--- src/tpw_map.svh ---
`ifndef TPW_MAP_SVH
`define TPW_MAP_SVH
// register word addresses on the plain port
`define TPW_ADDR_W          4
`define TPW_REG_DUTY_A      4'h0
`define TPW_REG_DUTY_B      4'h1
`define TPW_REG_DUTY_C      4'h2
`define TPW_REG_PERIOD      4'h3
`define TPW_REG_DEAD        4'h4
`define TPW_REG_MIN_PULSE   4'h5
`define TPW_REG_SEG         4'h6
`define TPW_REG_GATE        4'h7
`define TPW_REG_CTRL        4'h8
`define TPW_REG_STATUS      4'h9
// output segment control fields
`define TPW_SEG_W           9
`define TPW_SEG_XOVER_A     8
`define TPW_SEG_XOVER_B     7
`define TPW_SEG_XOVER_C     6
`define TPW_SEG_DIS_CH      0
`define TPW_SEG_DIS_CL      1
`define TPW_SEG_DIS_BH      2
`define TPW_SEG_DIS_BL      3
`define TPW_SEG_DIS_AH      4
`define TPW_SEG_DIS_AL      5
`define TPW_SEG_RESET       9'h000
// gate chop control fields
`define TPW_GATE_W          10
`define TPW_GATE_CHOP_HI    8
`define TPW_GATE_CHOP_LO    9
`define TPW_GATE_RESET      10'h000
// control register: bit 0 run, bit 1 double update
`define TPW_CTRL_RUN        0
`define TPW_CTRL_DOUBLE     1
`define TPW_CTRL_RESET      2'h0
`define TPW_DATA_RESET      16'h0000
`endif

--- src/tpw_pkg.sv ---
package tpw_pkg;
  typedef enum logic {TPW_HALF_FIRST, TPW_HALF_SECOND} tpw_half_e;
  typedef logic [15:0] tpw_word_t;
endpackage

--- src/tpw_chop_gen.sv ---
`include "tpw_map.svh"
module tpw_chop_gen
  import tpw_pkg::*;
#(
  parameter int DIV_W = 8
) (
  // clock and reset
  input  wire logic             sys_clk_in,
  input  wire logic             sys_rst_in,
  // control
  input  wire logic             enable_in,
  input  wire logic [DIV_W-1:0] divider_in,
  // carrier
  output logic                  carrier_out
);
  // carrier toggles every 2*(div+1) clocks: period 4*(div+1)
  logic [DIV_W:0] count;
  wire  [DIV_W:0] half_len = {divider_in, 1'b1};
  wire            wrap     = (count == half_len);

  always_ff @(posedge sys_clk_in) begin
    if (sys_rst_in || !enable_in) begin
      count       <= '0;
      carrier_out <= 1'b0;
    end else begin
      count       <= wrap ? '0 : count + 1'b1;
      carrier_out <= wrap ? ~carrier_out : carrier_out;
    end
  end
endmodule

--- src/tpw_output_stage.sv ---
// Function
// - single update: same duty both halves
// - double update: separate duty per half
// - minimum on-time equals register times clock
// - short on-time: off, complement fully on
// - segment register nine bits, crossover 8/7/6
// - crossover swaps high and low routing
// - reset clears crossover bits
// - disable bits 0..5 force outputs off
// - phase C disables at bits 0,1
// - disable applied after crossover
// - reset clears disable bits
// - segment latched on sync edge
// - gate bits 8/9 chop high/low sides
// - divider bits 0..7, period four(div+1)
// - reset clears gate chop register
// - double update adds mid-period sync
// - duty is high on-time, dead-time adjusted
//
// Chosen here: the plain strobed port and the register offsets.
`include "tpw_map.svh"
module tpw_output_stage
  import tpw_pkg::*;
#(
  parameter int CNT_W = 16
) (
  // clock and reset
  input  wire logic                   sys_clk_in,
  input  wire logic                   sys_rst_in,
  // register port
  input  wire logic [`TPW_ADDR_W-1:0] reg_addr_in,
  input  wire logic [15:0]            reg_wdata_in,
  input  wire logic                   reg_wr_in,
  input  wire logic                   reg_rd_in,
  output logic      [15:0]            reg_rdata_out,
  // sync
  output logic                        period_sync_pulse_out,
  // gate drive outputs, high = on
  output logic                        phase_a_high_out,
  output logic                        phase_a_low_out,
  output logic                        phase_b_high_out,
  output logic                        phase_b_low_out,
  output logic                        phase_c_high_out,
  output logic                        phase_c_low_out
);
  // shadow registers written by software
  logic [CNT_W-1:0]       duty_phase_a, duty_phase_b, duty_phase_c;
  logic [CNT_W-1:0]       period_reg, dead_time_reg, min_pulse_width_reg;
  logic [`TPW_SEG_W-1:0]  output_segment_control;
  logic [`TPW_GATE_W-1:0] gate_chop_control;
  logic [1:0]             ctrl;
  // active copies latched at sync
  logic [CNT_W-1:0]       act_duty [3];
  logic [CNT_W-1:0]       act_period, act_dead, act_min;
  logic [`TPW_SEG_W-1:0]  act_seg;
  logic                   act_double;
  logic [CNT_W-1:0]       count;
  tpw_half_e              half;
  logic [2:0]             hi_on, lo_on;

  wire run      = ctrl[`TPW_CTRL_RUN];
  wire half_end = (count == act_period - 1'b1) || (act_period == '0);
  // sync at period start, and at mid-period only in double update
  wire sync_now = run && half_end && (half == TPW_HALF_SECOND || act_double);

  // dead-time adjusted half-period on-time, saturating at zero
  function automatic logic [CNT_W-1:0] sub_sat(input logic [CNT_W-1:0] a,
                                               input logic [CNT_W-1:0] b);
    sub_sat = (a > b) ? a - b : '0;
  endfunction

  // center-based on window: on while count lies in the centered span
  function automatic logic in_window(input logic [CNT_W-1:0] cnt,
                                     input logic [CNT_W-1:0] per,
                                     input logic [CNT_W-1:0] on_t,
                                     input tpw_half_e        h);
    // first half: on at its end; second half: on at its start
    if (h == TPW_HALF_FIRST)
      in_window = ({1'b0, cnt} + {1'b0, on_t} >= {1'b0, per});
    else
      in_window = (cnt < on_t);
  endfunction

  // write enables, one per register except status
  function automatic logic wr_hit(input logic [`TPW_ADDR_W-1:0] a);
    wr_hit = reg_wr_in && (reg_addr_in == a);
  endfunction

  wire wr_duty_a = wr_hit(`TPW_REG_DUTY_A);
  wire wr_duty_b = wr_hit(`TPW_REG_DUTY_B);
  wire wr_duty_c = wr_hit(`TPW_REG_DUTY_C);
  wire wr_period = wr_hit(`TPW_REG_PERIOD);
  wire wr_dead   = wr_hit(`TPW_REG_DEAD);
  wire wr_min    = wr_hit(`TPW_REG_MIN_PULSE);
  wire wr_seg    = wr_hit(`TPW_REG_SEG);
  wire wr_gate   = wr_hit(`TPW_REG_GATE);
  wire wr_ctrl   = wr_hit(`TPW_REG_CTRL);

  // shadow registers; writes to unmapped addresses fall through
  always_ff @(posedge sys_clk_in) begin
    if (sys_rst_in)
      duty_phase_a <= '0;
    else if (wr_duty_a)
      duty_phase_a <= reg_wdata_in[CNT_W-1:0];
  end

  always_ff @(posedge sys_clk_in) begin
    if (sys_rst_in)
      duty_phase_b <= '0;
    else if (wr_duty_b)
      duty_phase_b <= reg_wdata_in[CNT_W-1:0];
  end

  always_ff @(posedge sys_clk_in) begin
    if (sys_rst_in)
      duty_phase_c <= '0;
    else if (wr_duty_c)
      duty_phase_c <= reg_wdata_in[CNT_W-1:0];
  end

  always_ff @(posedge sys_clk_in) begin
    if (sys_rst_in)
      period_reg <= '0;
    else if (wr_period)
      period_reg <= reg_wdata_in[CNT_W-1:0];
  end

  always_ff @(posedge sys_clk_in) begin
    if (sys_rst_in)
      dead_time_reg <= '0;
    else if (wr_dead)
      dead_time_reg <= reg_wdata_in[CNT_W-1:0];
  end

  always_ff @(posedge sys_clk_in) begin
    if (sys_rst_in)
      min_pulse_width_reg <= '0;
    else if (wr_min)
      min_pulse_width_reg <= reg_wdata_in[CNT_W-1:0];
  end

  always_ff @(posedge sys_clk_in) begin
    if (sys_rst_in)
      output_segment_control <= `TPW_SEG_RESET;
    else if (wr_seg)
      output_segment_control <= reg_wdata_in[`TPW_SEG_W-1:0];
  end

  always_ff @(posedge sys_clk_in) begin
    if (sys_rst_in)
      gate_chop_control <= `TPW_GATE_RESET;
    else if (wr_gate)
      gate_chop_control <= reg_wdata_in[`TPW_GATE_W-1:0];
  end

  always_ff @(posedge sys_clk_in) begin
    if (sys_rst_in)
      ctrl <= `TPW_CTRL_RESET;
    else if (wr_ctrl)
      ctrl <= reg_wdata_in[1:0];
  end

  // read mux, data one cycle after the strobe
  logic [15:0] next_rdata;
  always_comb begin
    next_rdata = '0;
    unique case (reg_addr_in)
      `TPW_REG_DUTY_A:    next_rdata = 16'(duty_phase_a);
      `TPW_REG_DUTY_B:    next_rdata = 16'(duty_phase_b);
      `TPW_REG_DUTY_C:    next_rdata = 16'(duty_phase_c);
      `TPW_REG_PERIOD:    next_rdata = 16'(period_reg);
      `TPW_REG_DEAD:      next_rdata = 16'(dead_time_reg);
      `TPW_REG_MIN_PULSE: next_rdata = 16'(min_pulse_width_reg);
      `TPW_REG_SEG:       next_rdata = {7'h00, output_segment_control};
      `TPW_REG_GATE:      next_rdata = {6'h00, gate_chop_control};
      `TPW_REG_CTRL:      next_rdata = {14'h0000, ctrl};
      `TPW_REG_STATUS:    next_rdata = {15'h0000, half == TPW_HALF_SECOND};
      default:            next_rdata = '0;
    endcase
  end

  always_ff @(posedge sys_clk_in) begin
    if (sys_rst_in)
      reg_rdata_out <= `TPW_DATA_RESET;
    else
      reg_rdata_out <= reg_rd_in ? next_rdata : `TPW_DATA_RESET;
  end

  // half-period timer and latching of settings
  always_ff @(posedge sys_clk_in) begin
    if (sys_rst_in || !run) begin
      count      <= '0;
      half       <= TPW_HALF_SECOND;
      act_duty   <= '{default: '0};
      act_period <= '0;
      act_dead   <= '0;
      act_min    <= '0;
      act_seg    <= `TPW_SEG_RESET;
      act_double <= 1'b0;
    end else if (half_end) begin
      count <= '0;
      half  <= (half == TPW_HALF_FIRST) ? TPW_HALF_SECOND : TPW_HALF_FIRST;
      // single update keeps first-half values for the second half
      if (sync_now) begin
        act_duty   <= '{duty_phase_a, duty_phase_b, duty_phase_c};
        act_period <= period_reg;
        act_dead   <= dead_time_reg;
        act_min    <= min_pulse_width_reg;
        act_seg    <= output_segment_control;
        act_double <= ctrl[`TPW_CTRL_DOUBLE];
      end
    end else begin
      count <= count + 1'b1;
    end
  end

  // timing unit: per phase on-times and pulse deletion
  logic [2:0] next_hi, next_lo;
  always_comb begin
    logic [CNT_W-1:0] t_hi;
    logic [CNT_W-1:0] t_lo;
    t_hi = '0;
    t_lo = '0;
    for (int p = 0; p < 3; p++) begin
      t_hi = sub_sat(act_duty[p], act_dead);
      t_lo = sub_sat(sub_sat(act_period, act_duty[p]), act_dead);
      next_hi[p] = in_window(count, act_period, t_hi, half);
      next_lo[p] = in_window(count, act_period, t_lo, tpw_half_e'(~half));
      // short pulses removed for the half; complement held on
      if (t_hi < act_min) begin
        next_hi[p] = 1'b0;
        next_lo[p] = 1'b1;
      end else if (t_lo < act_min) begin
        next_lo[p] = 1'b0;
        next_hi[p] = 1'b1;
      end
      // nothing is driven until a period has been latched
      if (!run || act_period == '0) begin
        next_hi[p] = 1'b0;
        next_lo[p] = 1'b0;
      end
    end
  end

  always_ff @(posedge sys_clk_in) begin
    if (sys_rst_in) begin
      hi_on <= '0;
      lo_on <= '0;
    end else begin
      hi_on <= next_hi;
      lo_on <= next_lo;
    end
  end

  // output control: crossover then disable, index 0=A 1=B 2=C
  wire [2:0] xover = {act_seg[`TPW_SEG_XOVER_C], act_seg[`TPW_SEG_XOVER_B],
                      act_seg[`TPW_SEG_XOVER_A]};
  wire [2:0] dis_hi = {act_seg[`TPW_SEG_DIS_CH], act_seg[`TPW_SEG_DIS_BH],
                       act_seg[`TPW_SEG_DIS_AH]};
  wire [2:0] dis_lo = {act_seg[`TPW_SEG_DIS_CL], act_seg[`TPW_SEG_DIS_BL],
                       act_seg[`TPW_SEG_DIS_AL]};
  wire [2:0] rt_hi  = (xover & lo_on) | (~xover & hi_on);
  wire [2:0] rt_lo  = (xover & hi_on) | (~xover & lo_on);
  wire [2:0] en_hi  = rt_hi & ~dis_hi;
  wire [2:0] en_lo  = rt_lo & ~dis_lo;

  // gate drive chopping, settings expected static while running
  logic carrier;
  wire  chop_hi = gate_chop_control[`TPW_GATE_CHOP_HI];
  wire  chop_lo = gate_chop_control[`TPW_GATE_CHOP_LO];
  tpw_chop_gen #(
    .DIV_W (8)
  ) u_chop (
    .sys_clk_in  (sys_clk_in),
    .sys_rst_in  (sys_rst_in),
    .enable_in   (chop_hi | chop_lo),
    .divider_in  (gate_chop_control[7:0]),
    .carrier_out (carrier)
  );
  wire [2:0] fin_hi = en_hi & {3{~chop_hi | carrier}};
  wire [2:0] fin_lo = en_lo & {3{~chop_lo | carrier}};

  always_ff @(posedge sys_clk_in) begin
    if (sys_rst_in) begin
      phase_a_high_out      <= 1'b0;
      phase_a_low_out       <= 1'b0;
      phase_b_high_out      <= 1'b0;
      phase_b_low_out       <= 1'b0;
      phase_c_high_out      <= 1'b0;
      phase_c_low_out       <= 1'b0;
      period_sync_pulse_out <= 1'b0;
    end else begin
      phase_a_high_out      <= fin_hi[0];
      phase_a_low_out       <= fin_lo[0];
      phase_b_high_out      <= fin_hi[1];
      phase_b_low_out       <= fin_lo[1];
      phase_c_high_out      <= fin_hi[2];
      phase_c_low_out       <= fin_lo[2];
      period_sync_pulse_out <= sync_now;
    end
  end
endmodule

--- config.mk ---
export PLATFORM = sky130hd
export DESIGN_NAME = tpw_output_stage
export DESIGN_NICKNAME = d
export VERILOG_FILES = /design/src/tpw_pkg.sv /design/src/tpw_chop_gen.sv /design/src/tpw_output_stage.sv
export VERILOG_INCLUDE_DIRS = /design/src
export SDC_FILE = /design/constraint.sdc
export NUM_CORES = 2
export LEC_CHECK = 0
export BUFFER_PORTS_ARGS = -buffer_cell sky130_fd_sc_hd__buf_4
export CAP_MARGIN = 20
export CORE_ASPECT_RATIO = 1.1
export CORE_UTILIZATION = 55
export DETAILED_ROUTE_END_ITERATION = 16
export PLACE_DENSITY_LB_ADDON = 0.12
export SYNTH_ARGS = -nofsm -noshare
export SYNTH_HDL_FRONTEND = slang
export SYNTH_SLANG_ARGS = --single-unit
--- constraint.sdc ---
create_clock -name sys_clk_in -period 8.2 [get_ports sys_clk_in]
set_clock_uncertainty 0.05 [all_clocks]
set_input_delay 0 -clock sys_clk_in [delete_from_list [all_inputs] [get_ports sys_clk_in]]
set_output_delay 0 -clock sys_clk_in [all_outputs]
set_load 0.02 [all_outputs]
==> impl_metrics.csv <==
group,metric,value,unit
outcome,status,"completed",
worst_setup_path,startpoint_type,"flop",
flow_run,max_cap_violations,0,
place,dpl_cell_area,32900,um^2
place,dp_slack,-134,ps
synthesis,yosys_most_used_dff,"dfxtp_1",
clock_network,cts_buffers,30,
timing,tightest_slew,1220,ps
clock_network,root_buffer,"clkbuf_16",
routing,drt-wirelength-per-cell,23.8,um
global_route,overflow,0,
layout,register_area,5590,um^2
synthesis,synth-simple-area-share,22.0,%
routing,drt_iter0_markers,3543,
global_route,grtUsageTotal,39.1,%
place,port_buffers,46,
power_and_ir_drop,p_total,2.79,mW
clock_network,clockBufferDepth,3,
clock_network,cts_sinks,279,
worst_setup_path,path_delay_family,"compound AO/OA/AOI/OAI gates",
routing,drc_errors,0,
timing,worst_slack,335,ps
synthesis,synth_compound_area_share,24.2,%
power_and_ir_drop,power_density,81.2,nW/um^2
layout,fin_area,34400,um^2
synthesis,yosysSeqAreaShare,17.8,%
worst_setup_path,crit_top_cell,"ha_1",
routing,drt-total-wl,117000,um
die,die_h,252,um
timing,period_minus_slack,7860,ps
routing,via_per_inst,6.42,
layout,regMostFlops,"act_duty",
die,coreArea,56200,um^2
global_route,grt_pass1_wl,174000,um
synthesis,ys_types,78,
worst_setup_path,critPathBufInv,2,
layout,layout_common_cells,"ha_1 (541), nand2_1 (515), a21oi_1 (309), dfxtp_1 (279), inv_1 (270)",
worst_setup_path,cp.required,8660,ps
synthesis,synth_top_family_by_area,"compound AO/OA/AOI/OAI gates",
place,gp_congestion,1.08,
timing,setup_viol,0,
die,dieArea,58000,um^2
timing,period_share,95.9,%
synthesis,postSynthCellCount,4107,
clock_network,clk_latency,610,ps
synthesis,ys_seq_elements,279,
synthesis,post-synth-top-area-fraction,21.8,%
power_and_ir_drop,peakVddDrop,151,uV
worst_setup_path,end_kind,"flop",
global_route,antenna_found_initial,3,
place,hpwlAfterDp,89100,um
power_and_ir_drop,p_leak,14.8,nW
synthesis,muxShareOfSynthArea,0.686,%
layout,n_fill_cell,5333,
layout,largest_reg_flops,48,
die,boundaryPins,47,
synthesis,yosys.area.top_type,"ha_1",
die,die_w,230,um
synthesis,syn-num-nets,4692,
synthesis,synthTopCellsByArea,"ha_1 (22%), dfxtp_1 (18%), nand2_1 (6.2%)",
global_route,grt_max_degree,115,
clock_network,cts-htree-levels,1,
timing,setup_tns,0,ps
worst_setup_path,cp_max_fo,5,
routing,dr.pass1.iters,6,
layout,multi_input_area,24300,um^2
layout,final_cells,4928,
clock_network,cts_tree,"yes",
worst_setup_path,cpMaxStageDelayCell,"dfxtp_1",
place,dp.cells,4838,
global_route,grt_pass1_vias,28400,
worst_setup_path,crit_arrival,8320,ps
die,rows,91,
layout,nNetsFinal,4747,
timing,finalHoldViolCount,0,
clock_network,path_clk_slew,80,ps
timing,slew_violations,0,
synthesis,synth_edf_count,0,
synthesis,async_flop_share,0,%
layout,final_common_cell,"ha_1",
routing,drt.antenna.violating_nets,0,
timing,max_freq,127,MHz
synthesis,avgSynthCellArea,7.63,um^2
synthesis,synth_xor_xnor_area_share,6.59,%
synthesis,synth_fa_ha_area_share,22.7,%
die,initial_core_util,55.7,%
layout,syn_to_final_growth,9.80,%
synthesis,syn_area,31400,um^2
worst_setup_path,slowest_delay,510,ps
hold_path,hold_class,"in2reg",
worst_setup_path,path_class,"reg2reg",
layout,layout-drive-gt1-share,7.87,%
routing,routed-via-count,31600,
timing,slew_headroom,17.2,%
synthesis,yosysWarnings,0,
power by group:
part	internal, mW	switching (mW)	total, mW
Combinational	0.0276	0.0650	0.0926
Clock	0.723	0.605	1.33
Sequential	1.36	0.0114	1.37
kinds of logic (layout without fill, tap and decap cells):
family          count (synthesis)  after routing
compound gates               1098           1098
xor+xnor                      236            236
fa+ha+maj                     561            561
buf+inv                       466            541
flops                         279            279
mux                            20             20
other cells                     0              2
simple gates                 1447           1447
per-layer routing:
metal / GRT usage, % / up-vias / part of all wire, %
met2: 59.4 / 1529 / 42
met3: 6.16 / 341 / 9.5
met5: 0 / - / 0.019
li1: - / 15100 / -
met4: 23.4 / 4 / 7.1
met1: 52.0 / 14600 / 41
final timing paths:
check | from | to | depth (start not counted) | slack, ps
max | act_period[2]$_SDFFE_PP0P_ | lo_on[2]$_SDFF_PP0_ | 34 | 340
min | reg_addr_in[1] | reg_rdata_out[9]$_SDFF_PP0_ | 5 | 40
max reg2reg | act_period[2]$_SDFFE_PP0P_ | lo_on[2]$_SDFF_PP0_ | 34 | 340
min reg2reg | act_seg[3]$_SDFFE_PP0P_ | phase_b_low_out$_SDFF_PP0_ | 1 | 380
through the flow:
step	utilization (%)	hold slack, ps
final	61.2	44.0
after global routing	61.2	96.4
after CTS	60.6	38.8
after global placement	58.4	245
after detailed placement	58.4	251
after floorplan	-	86.0
tightest hold or removal path, cell delays in order:
cell,delay (ps)
buf_4,150
nor2_1,50
a22oi_1,160
or2_2,170
a31oi_1,90
Yosys cell counts, types with 11 or more instances:
cell	instances
nor3_1	77
a22oi_1	54
or2_2	21
nand2_1	515
or3_1	22
inv_1	271
nand3_1	189
a41oi_1	12
fa_1	15
nand4_1	160
o21a_1	43
nand2b_1	45
o41ai_1	11
o211ai_1	23
a21o_1	85
xnor2_1	147
o21bai_1	34
a31oi_1	26
o221ai_1	12
a2111oi_0	14
a21oi_1	314
xor2_1	89
and2_1	33
o22ai_1	12
clkbuf_1	165
nor4_1	15
o21ai_0	118
nor2b_1	49
ha_1	546
buf_6	11
o311ai_1	91
nor2_1	260
dfxtp_1	279
a211oi_1	35
a221oi_1	21
o31ai_1	16
and3_1	14
o22a_1	93
cell type report:
cell class | count | share of cell area [%]
Antenna cell | 2 | 0.0145
Clock buffer | 41 | 2.36
Clock inverter | 11 | 0.302
Inverter | 271 | 2.95
Multi-Input combinational cell | 3362 | 70.5
Sequential cell | 279 | 16.2
Tap cell | 744 | 2.70
Timing Repair Buffer | 218 | 4.99
repair_timing:
action / CTS / global route
resized for setup: 5 / 63
endpoints found under the hold margin: 137 / 0
hold buffers: 26 / 0
setup endpoints to repair: 3 / 3
pin swaps: 0 / 18
buffers inserted: 1 / 7
No activity file was read; power rests on OpenSTA's default activity.
